**src/include/rstctl_pkg.sv**
```systemverilog
// Behaviour
// - Five sources start a reset: power-on, brown-out, watchdog reset, reset pin, debugger bit 0.
// - In stop mode, watchdog time-out, enabled GPIO edge or debug pin low start recovery.
// - Two reset types only, chosen from operating mode and the causing source.
// - System reset clears control registers and CPU; held 66 oscillator plus 16 clock cycles.
// - Stop recovery touches only the watchdog cause register; same 66 plus 16 latency.
// - At system reset start every GPIO becomes input and pull-ups are disabled.
// - CPU and peripherals stay idle through reset while both oscillators keep running.
// - System clock starts after the oscillator count; CPU idle through the 16 clock cycles.
// - Control registers with a defined reset value are loaded; pointers, flags, RAM undefined.
// - Leaving reset, the CPU fetches the vector at program addresses 0002H and 0003H.
// - Power-on or brown-out outranks every other source and always gives a system reset.
// - In normal or halt mode, watchdog (with the reset option selected), power, or pin events give a system reset.
// - Debugger-requested reset resets the whole device except the debugger logic itself.
// - Reset held while supply unsafe; afterwards a counter counts 66 oscillator cycles.
// - Then 16 system-clock pulses are counted; release only after both counters expire.
// - After a power-on reset the power-on cause flag reads 1.
// - Reset pin must be low at least 4 clocks; reset held while pin stays low.
// - After a pin-caused system reset the pin cause flag reads 1.
package rstctl_pkg;

  localparam int CLK_HZ         = 25_000_000;
  localparam int WD_OSC_HZ      = 10_000;
  localparam int WD_DIV_DEFAULT = CLK_HZ / WD_OSC_HZ;

  localparam logic [6:0] WD_OSC_CYCLES  = 7'h42;
  localparam logic [4:0] SYS_CLK_CYCLES = 5'h10;
  localparam logic [2:0] PIN_MIN_CYCLES = 3'h4;

  localparam int GPIO_W = 8;

  localparam logic [11:0] ADDR_WD_CAUSE   = 12'hFF0;
  localparam logic [11:0] ADDR_DEBUG_CTRL = 12'h100;
  localparam logic [11:0] ADDR_INT_STATUS = 12'h104;
  localparam logic [11:0] ADDR_INT_MASK   = 12'h108;

  localparam int DEBUG_RST_BIT = 0;
  localparam int INT_SYS_DONE  = 0;
  localparam int INT_REC_DONE  = 1;
  localparam int CAUSE_LSB     = 4;

  localparam logic [15:0] RESET_VECTOR_HI = 16'h0002;
  localparam logic [15:0] RESET_VECTOR_LO = 16'h0003;

  // supply_low, brownout, reset pin, debug pin seen after release of rst
  localparam logic [3:0] SYNC_PIN_RST = 4'hB;
  localparam logic [1:0] INT_RST      = 2'h0;

  typedef struct packed {
    logic por;
    logic stop;
    logic watchdog;
    logic pin;
  } cause_t;

  localparam cause_t CAUSE_RST = '0;

  typedef struct packed {
    logic sys_reset;
    logic recovery;
    logic cpu_idle;
    logic sysclk_en;
    logic gpio_input;
    logic pullup_off;
  } rst_ctrl_t;

  typedef enum logic [3:0] {
    ST_IDLE = 4'b0001,
    ST_HOLD = 4'b0010,
    ST_WD   = 4'b0100,
    ST_SYS  = 4'b1000
  } rst_state_t;

endpackage : rstctl_pkg

```
**src/rtl/reset_stop_recovery_controller.sv**
```systemverilog
`timescale 1ns/1ps
module reset_stop_recovery_controller
  import rstctl_pkg::*;
#(
  parameter int WD_DIV = WD_DIV_DEFAULT
) (
  input  wire logic              clk,
  input  wire logic              rst,
  input  wire logic              hsel,
  input  wire logic [31:0]       haddr,
  input  wire logic [1:0]        htrans,
  input  wire logic              hwrite,
  input  wire logic [2:0]        hsize,
  input  wire logic [31:0]       hwdata,
  input  wire logic              hready,
  output logic                   hreadyout,
  output logic                   hresp,
  output logic      [31:0]       hrdata,
  input  wire logic              supply_low,
  input  wire logic              supply_brownout_detect,
  input  wire logic              reset_pin_n,
  input  wire logic              debug_pin,
  input  wire logic [GPIO_W-1:0] gpio_pins,
  input  wire logic [GPIO_W-1:0] gpio_recovery_en,
  input  wire logic              stop_mode,
  input  wire logic              watchdog_timeout,
  input  wire logic              watchdog_reset_select_option,
  output rst_ctrl_t              ctrl,
  output logic      [7:0]        watchdog_control_reset_cause,
  output logic                   vector_fetch,
  output logic      [15:0]       vector_addr_hi,
  output logic      [15:0]       vector_addr_lo,
  output logic                   irq
);

  localparam logic [15:0]        DIV_LAST = 16'(WD_DIV - 1);
  localparam logic [6:0]         WD_LAST  = WD_OSC_CYCLES - 7'h01;
  localparam logic [4:0]         SYS_LAST = SYS_CLK_CYCLES - 5'h01;
  localparam int                 SYNC_W   = 4 + GPIO_W;
  localparam logic [SYNC_W-1:0]  SYNC_RST = {SYNC_PIN_RST, {GPIO_W{1'b0}}};

  logic [SYNC_W-1:0] sy;
  logic              sy_supply_low;
  logic              sy_brownout;
  logic              sy_pin_n;
  logic              sy_debug_pin;
  logic [GPIO_W-1:0] sy_gpio;
  logic [GPIO_W-1:0] gpio_prev_r;
  logic [2:0]        pin_cnt_r;
  logic [15:0]       div_r;
  logic              wd_tick;
  logic              por_req;
  logic              pin_req;
  logic              wd_sys_req;
  logic              sys_req;
  logic              gpio_edge;
  logic              rec_req;
  logic              upgrade;
  logic              finish;
  rst_state_t        state_r;
  logic              is_sys_r;
  cause_t            pend_r;
  cause_t            cause_r;
  logic [6:0]        wcnt_r;
  logic [4:0]        scnt_r;
  logic              debugger_rst_r;
  logic [1:0]        int_status_r;
  logic [1:0]        int_mask_r;
  logic              addr_ph;
  logic              act_r;
  logic              wr_r;
  logic [9:0]        waddr_r;
  logic              wr_en;
  logic [31:0]       hrdata_r;
  logic              vector_fetch_r;

  // pins come from outside the clock domain
  sync_bits #(
    .W       (SYNC_W),
    .RST_VAL (SYNC_RST)
  ) u_sync (
    .clk  (clk),
    .rst  (rst),
    .din  ({supply_low, supply_brownout_detect, reset_pin_n, debug_pin, gpio_pins}),
    .dout (sy)
  );

  assign sy_supply_low = sy[SYNC_W-1];
  assign sy_brownout   = sy[SYNC_W-2];
  assign sy_pin_n      = sy[SYNC_W-3];
  assign sy_debug_pin  = sy[SYNC_W-4];
  assign sy_gpio       = sy[GPIO_W-1:0];

  // the watchdog oscillator is modelled as a free-running divider tick, never gated by reset
  always_ff @(posedge clk or posedge rst) begin
    if (rst) begin
      div_r <= 16'h0000;
    end else if (div_r == DIV_LAST) begin
      div_r <= 16'h0000;
    end else begin
      div_r <= div_r + 16'h0001;
    end
  end
  assign wd_tick = (div_r == DIV_LAST);

  // pin filter: short glitches below the minimum never start a reset
  always_ff @(posedge clk or posedge rst) begin
    if (rst) begin
      pin_cnt_r <= 3'h0;
    end else if (sy_pin_n) begin
      pin_cnt_r <= 3'h0;
    end else if (pin_cnt_r != PIN_MIN_CYCLES) begin
      pin_cnt_r <= pin_cnt_r + 3'h1;
    end
  end
  assign pin_req = (pin_cnt_r == PIN_MIN_CYCLES);

  always_ff @(posedge clk or posedge rst) begin
    if (rst) begin
      gpio_prev_r <= '0;
    end else begin
      gpio_prev_r <= sy_gpio;
    end
  end

  assign por_req    = sy_supply_low | sy_brownout;
  assign wd_sys_req = watchdog_timeout & watchdog_reset_select_option & ~stop_mode;
  assign sys_req    = pin_req | wd_sys_req | debugger_rst_r;
  assign gpio_edge  = |((sy_gpio ^ gpio_prev_r) & gpio_recovery_en);
  assign rec_req    = stop_mode & (watchdog_timeout | gpio_edge | ~sy_debug_pin);
  assign upgrade    = ~is_sys_r & (state_r != ST_IDLE) & sys_req;
  assign finish     = (state_r == ST_SYS) & (scnt_r == SYS_LAST) & sy_pin_n & ~por_req & ~upgrade;

  // power events win over everything, recovery loses to any system source
  always_ff @(posedge clk or posedge rst) begin
    if (rst) begin
      state_r  <= ST_IDLE;
      is_sys_r <= 1'b0;
      pend_r   <= CAUSE_RST;
      wcnt_r   <= 7'h00;
      scnt_r   <= 5'h00;
    end else if (por_req) begin
      state_r  <= ST_HOLD;
      is_sys_r <= 1'b1;
      pend_r   <= '{por: 1'b1, stop: 1'b0, watchdog: 1'b0, pin: 1'b0};
      wcnt_r   <= 7'h00;
      scnt_r   <= 5'h00;
    end else if (upgrade) begin
      state_r  <= ST_WD;
      is_sys_r <= 1'b1;
      pend_r   <= '{por: debugger_rst_r, stop: 1'b0, watchdog: wd_sys_req, pin: pin_req};
      wcnt_r   <= 7'h00;
      scnt_r   <= 5'h00;
    end else begin
      case (state_r)
        ST_IDLE: begin
          if (sys_req) begin
            state_r  <= ST_WD;
            is_sys_r <= 1'b1;
            pend_r   <= '{por: debugger_rst_r, stop: 1'b0, watchdog: wd_sys_req, pin: pin_req};
            wcnt_r   <= 7'h00;
          end else if (rec_req) begin
            state_r  <= ST_WD;
            is_sys_r <= 1'b0;
            pend_r   <= '{por: 1'b0, stop: 1'b1, watchdog: watchdog_timeout, pin: 1'b0};
            wcnt_r   <= 7'h00;
          end
        end
        ST_HOLD: begin
          state_r <= ST_WD;
          wcnt_r  <= 7'h00;
        end
        ST_WD: begin
          if (is_sys_r) begin
            pend_r.pin <= pend_r.pin | pin_req;
          end
          if (wd_tick) begin
            if (wcnt_r == WD_LAST) begin
              state_r <= ST_SYS;
              scnt_r  <= 5'h00;
            end else begin
              wcnt_r <= wcnt_r + 7'h01;
            end
          end
        end
        ST_SYS: begin
          if (scnt_r != SYS_LAST) begin
            scnt_r <= scnt_r + 5'h01;
          end else if (finish) begin
            state_r <= ST_IDLE;
          end
        end
        default: begin
          state_r <= ST_IDLE;
        end
      endcase
    end
  end

  assign ctrl.sys_reset  = is_sys_r & (state_r != ST_IDLE);
  assign ctrl.recovery   = ~is_sys_r & (state_r != ST_IDLE);
  assign ctrl.cpu_idle   = (state_r != ST_IDLE);
  assign ctrl.sysclk_en  = (state_r == ST_IDLE) | (state_r == ST_SYS);
  assign ctrl.gpio_input = ctrl.sys_reset;
  assign ctrl.pullup_off = ctrl.sys_reset;

  // cause flags change only at release, so software never sees a half-updated cause
  always_ff @(posedge clk or posedge rst) begin
    if (rst) begin
      cause_r <= CAUSE_RST;
    end else if (finish) begin
      cause_r <= pend_r;
    end
  end
  assign watchdog_control_reset_cause = {cause_r, 4'h0};

  always_ff @(posedge clk or posedge rst) begin
    if (rst) begin
      vector_fetch_r <= 1'b0;
    end else begin
      vector_fetch_r <= finish;
    end
  end
  assign vector_fetch   = vector_fetch_r;
  assign vector_addr_hi = RESET_VECTOR_HI;
  assign vector_addr_lo = RESET_VECTOR_LO;

  // AHB-Lite slave, zero wait states
  assign addr_ph = hsel & htrans[1] & hready;
  assign wr_en   = act_r & wr_r;

  always_ff @(posedge clk or posedge rst) begin
    if (rst) begin
      act_r   <= 1'b0;
      wr_r    <= 1'b0;
      waddr_r <= 10'h000;
    end else begin
      act_r   <= addr_ph;
      wr_r    <= hwrite;
      waddr_r <= haddr[11:2];
    end
  end

  // any system reset clears this once it reaches the oscillator count, so the bit self-clears
  always_ff @(posedge clk or posedge rst) begin
    if (rst) begin
      debugger_rst_r <= 1'b0;
    end else if (wr_en && waddr_r == ADDR_DEBUG_CTRL[11:2] && hwdata[DEBUG_RST_BIT]) begin
      debugger_rst_r <= 1'b1;
    end else if (state_r == ST_WD && is_sys_r) begin
      debugger_rst_r <= 1'b0;
    end
  end

  always_ff @(posedge clk or posedge rst) begin
    if (rst) begin
      int_mask_r <= INT_RST;
    end else if (wr_en && waddr_r == ADDR_INT_MASK[11:2]) begin
      int_mask_r <= hwdata[1:0];
    end
  end

  // new events win over a simultaneous write-one-to-clear
  always_ff @(posedge clk or posedge rst) begin
    if (rst) begin
      int_status_r <= INT_RST;
    end else begin
      int_status_r[INT_SYS_DONE] <= (finish & is_sys_r) | (int_status_r[INT_SYS_DONE] &
        ~(wr_en && waddr_r == ADDR_INT_STATUS[11:2] && hwdata[INT_SYS_DONE]));
      int_status_r[INT_REC_DONE] <= (finish & ~is_sys_r) | (int_status_r[INT_REC_DONE] &
        ~(wr_en && waddr_r == ADDR_INT_STATUS[11:2] && hwdata[INT_REC_DONE]));
    end
  end
  assign irq = |(int_status_r & int_mask_r);

  always_ff @(posedge clk or posedge rst) begin
    if (rst) begin
      hrdata_r <= 32'h00000000;
    end else if (addr_ph && !hwrite) begin
      case (haddr[11:2])
        ADDR_WD_CAUSE[11:2]:   hrdata_r <= {24'h000000, cause_r, 4'h0};
        ADDR_DEBUG_CTRL[11:2]: hrdata_r <= {31'h00000000, debugger_rst_r};
        ADDR_INT_STATUS[11:2]: hrdata_r <= {30'h00000000, int_status_r};
        ADDR_INT_MASK[11:2]:   hrdata_r <= {30'h00000000, int_mask_r};
        default:               hrdata_r <= 32'h00000000;
      endcase
    end
  end
  assign hrdata    = hrdata_r;
  assign hreadyout = 1'b1;
  assign hresp     = 1'b0;

  // helper for the oscillator count check
  logic [7:0] h_ticks_r;
  always_ff @(posedge clk or posedge rst) begin
    if (rst) begin
      h_ticks_r <= 8'h00;
    end else if (state_r != ST_WD || upgrade) begin
      // a restart from recovery begins a fresh oscillator count
      h_ticks_r <= 8'h00;
    end else if (wd_tick) begin
      h_ticks_r <= h_ticks_r + 8'h01;
    end
  end
endmodule : reset_stop_recovery_controller

```
**src/rtl/sync_bits.sv**
```systemverilog
`timescale 1ns/1ps
module sync_bits #(
  parameter int           W       = 1,
  parameter logic [W-1:0] RST_VAL = '0
) (
  input  wire logic         clk,
  input  wire logic         rst,
  input  wire logic [W-1:0] din,
  output logic      [W-1:0] dout
);

  logic [W-1:0] meta_r;

  always_ff @(posedge clk or posedge rst) begin
    if (rst) begin
      meta_r <= RST_VAL;
      dout   <= RST_VAL;
    end else begin
      meta_r <= din;
      dout   <= meta_r;
    end
  end

endmodule : sync_bits

```
**config.mk**
```make
export PLATFORM = sky130hd
export DESIGN_NAME = reset_stop_recovery_controller
export DESIGN_NICKNAME = d
export VERILOG_FILES = /design/src/include/rstctl_pkg.sv /design/src/rtl/reset_stop_recovery_controller.sv /design/src/rtl/sync_bits.sv
export SDC_FILE = /design/constraint.sdc
export NUM_CORES = 1
export LEC_CHECK = 0
export ABC_AREA = 1
export BUFFER_PORTS_ARGS = -buffer_cell sky130_fd_sc_hd__buf_2
export CORE_ASPECT_RATIO = 1.25
export CORE_MARGIN = 3
export CORE_UTILIZATION = 45
export DETAILED_ROUTE_END_ITERATION = 8
export PLACE_DENSITY = 0.8
export SYNTH_ARGS = -nofsm -noshare
export SYNTH_HDL_FRONTEND = slang
export SYNTH_SLANG_ARGS = --single-unit
```
**constraint.sdc**
```tcl
create_clock -name clk -period 2.9 [get_ports clk]
set_input_delay 0.58 -clock clk [delete_from_list [all_inputs] [get_ports clk]]
set_output_delay 0.58 -clock clk [all_outputs]
set_load 0.1 [all_outputs]
```
==> results.ini <==
[outcome]
status = finished, final reports clean

[setup_path]
path_cells = inv_1 > nor2_2 > nand2_2 > inv_1 > nor2_2 > buf_2
required_ns = 2.32
r2r_end = wcnt_r[6]
cp_data_arrival_time_ns = 1.68
crit_path_start_kind = register
path_delay_family = buffers and inverters
rr_startpoint = u_sync.dout[10]
end_kind = output pin
max_stage_delay_ns = 0.46
critPathMaxFanout = 5
regToRegSetupSlack_ns = 0.99
path_buf_inv = 3
crit_slowest_cell = buf_2
worstSetupPathType = reg -> out
reg2reg_depth = 7

[timing]
setup_tns_ns = 0
rsz0062_at_grt = false
tightest_slew_ns = 0.667
period_minus_slack_ns = 2.26
setup_viol = 0
period_share = 0.778
hold-worst-slack_ns = 0.325
fin_worst_skew_ns = 0.00835
fmax_ghz = 0.443
hold_violations = 0
slew_headroom = 0.554
report.final.slew_viol_count = 0

[logic_synthesis]
seq_area_frac_synth = 0.508
syn_inst = 552
synth_edf_count = 0
avgSynthCellArea_sq_um = 8.96
async_flop_share = 1.00
synth_ff_type = dfrtp_1
synth_area_leaders = dfrtp_1 47%, buf_4 10%, nand2_1 7.6%
ys_types = 38
ys_warn_count = 0
synth.top_cell.area_share = 0.471
synth-seq-cells = 100
netlist_area_sq_um = 4940
yosysTopAreaCell = dfrtp_1

[routing]
wl_per_cell_microns = 12.3
ant_nets = 0
num_vias = 3653
vias_per_cell = 4.84
firstDrtPassIters = 4
first_iter_violations = 143
drc = 0
detail_route.wirelength_microns = 9270

[final_layout]
layout_commonest_cell = nand2_1
stdcell_area_sq_um = 5470
utilization = 0.512
diodes = 0
multi_input_area_sq_um = 1890
seqCellArea_sq_um = 2510
fillerInstances = 992
area_growth_pct = 10.6
drive_above_1_share = 0.206
fin_nets = 721
final_cell_mix = 100 x nand2_1, 93 x dfrtp_1, 64 x conb_1, 62 x inv_1, 58 x buf_2

[power_and_ir_drop]
p_comb_frac = 0.215
swShare = 0.355
p_total_mw = 3.49
leakagePower_nw = 2.84
clkPwrFrac = 0.353
internal_power_mw = 2.25
p_seq_frac = 0.432
peakVddDrop_mv = 0.350
p_sw_mw = 1.24
power_per_cell_area_nw_per_um2 = 638

[die]
floorplan.die.width_microns = 99.8
fp.dieH_microns = 123
die_area_sq_um = 12300
initial_utilization = 0.464
pin_count = 179
core_region_area_sq_um = 10700
rows = 42

[clock_tree]
clkTransAtPathRegs_ns = 0.07
cts.path.max_buffers = 2
cts_buffers = 9
cts_resized = 0
hold_buffers = 0
cts.sinks = 100
cts-root-buf = clkbuf_16
clock_latency_ns = 0.35
cts_tree = built
postCtsSetupRepairBufs = 0
htree_levels = 3

[grt]
grt_pass1_wl_microns = 15600
grt_use_total = 0.159
grt_max_degree = 48
grt_pass1_vias = 3531
antenna_found_initial = 0
overflow = 0

[job]
cap_violations = 0

[placed_design]
dp_hpwl_microns = 7000
globalplace.congestion = 0.783
numPortBuffers = 58
post_dp_cell_area_sq_um = 5160

[min_path]
hp-class = in -> async

## worst max path at each step
| stage | startpoint | end | slack (ns) | depth (start not counted) |
|---|---|---|---|---|
| final | state_r[0] | ctrl[0] | 0.64 | 6 |
| after global routing | state_r[2] | ctrl[5] | 0.58 | 5 |
| after CTS | state_r[2] | ctrl[0] | 0.64 | 5 |
| after detailed placement | watchdog_reset_select_option | wcnt_r[6] | 1.0 | 10 |
| after global placement | stop_mode | wcnt_r[6] | 1.01 | 9 |
| after floorplan | state_r[0] | ctrl[1] | 0.006 | 6 |
## flip-flops by register name, indices dropped and copies added (netlist names)
name                          flops
state_r                           4
gpio_prev_r                       8
hrdata                            6
int_mask_r                        2
watchdog_control_reset_cause      4
act_r                             1
u_sync.dout                      12
wr_r                              1
wcnt_r                            7
u_sync.meta_r                    12
scnt_r                            5
waddr_r                          10
vector_fetch                      1
pend_r                            4
pin_cnt_r                         3
int_status_r                      2
debugger_rst_r                    1
div_r                            16
is_sys_r                          1
## area by class of cell
cell class,count,share of cell area
well taps,132,0.0302
multi-input cells,375,0.346
repair buffers,60,0.0581
inverters,71,0.0499
clock inverters,7,0.0149
clock buffers,9,0.0412
flip-flops and latches,100,0.459
## worst register-to-register path, stage by stage, from the launching register on
cell and delay (ns):
dfrtp_1 0.37, nor2_2 0.34, inv_1 0.29, nor2_1 0.24, nand3_2 0.29, nand2_4 0.20, nand2_1 0.07, nand2_1 0.06
## cells by family (layout without fill, tap and decap cells)
group / count (synthesis) / count (layout) / synth area share
simple gates: 251 / 251 / 0.251
flops: 100 / 100 / 0.508
xor+xnor: 11 / 11 / 0.0195
other cells: 2 / 64 / 0.00152
buf+inv: 139 / 147 / 0.157
fa+ha+maj: 7 / 7 / 0.0177
compound gates: 42 / 42 / 0.0458
## metrics by stage
step | setup WS (ns) | std cells
4_1_cts | 0.638 | 754
6_report | 0.645 | 754
2_1_floorplan | 0.00629 | 614
3_5_place_dp | 0.995 | 738
3_3_place_gp | 1.01 | 738
5_1_grt | 0.578 | 754
## routing by layer
layer  track usage  share of wire  vias up
li1              -              -     1757
met1         0.183           0.40     1749
met2         0.281           0.51      123
met3        0.0271          0.059       24
met4        0.0828          0.032        0
met5             0              0        -
## Yosys cell counts (6+ instances only)
cell type,instances
a21oi_1,7
o21ai_0,22
nor4_1,7
nor2_1,41
inv_2,6
nor3_1,8
nand2_4,6
o21ai_1,8
dfrtp_1,93
nand2_1,100
buf_4,67
nand3_1,42
xor2_1,7
nand2_2,6
ha_1,7
inv_1,63
dfstp_2,7
nor2_2,7
nand4_1,11
## power groups by stage
stage                     logic [mW]  registers [mW]  clock network [mW]
final                          0.751            1.51                1.23
after global routing           0.801            1.52                1.30
after CTS                      0.751            1.51                1.25
after detailed placement       0.747            1.53                   0
after global placement         0.736            1.53                   0
after floorplan                0.727            1.52                   0
Power figures use the tool's default switching activity.
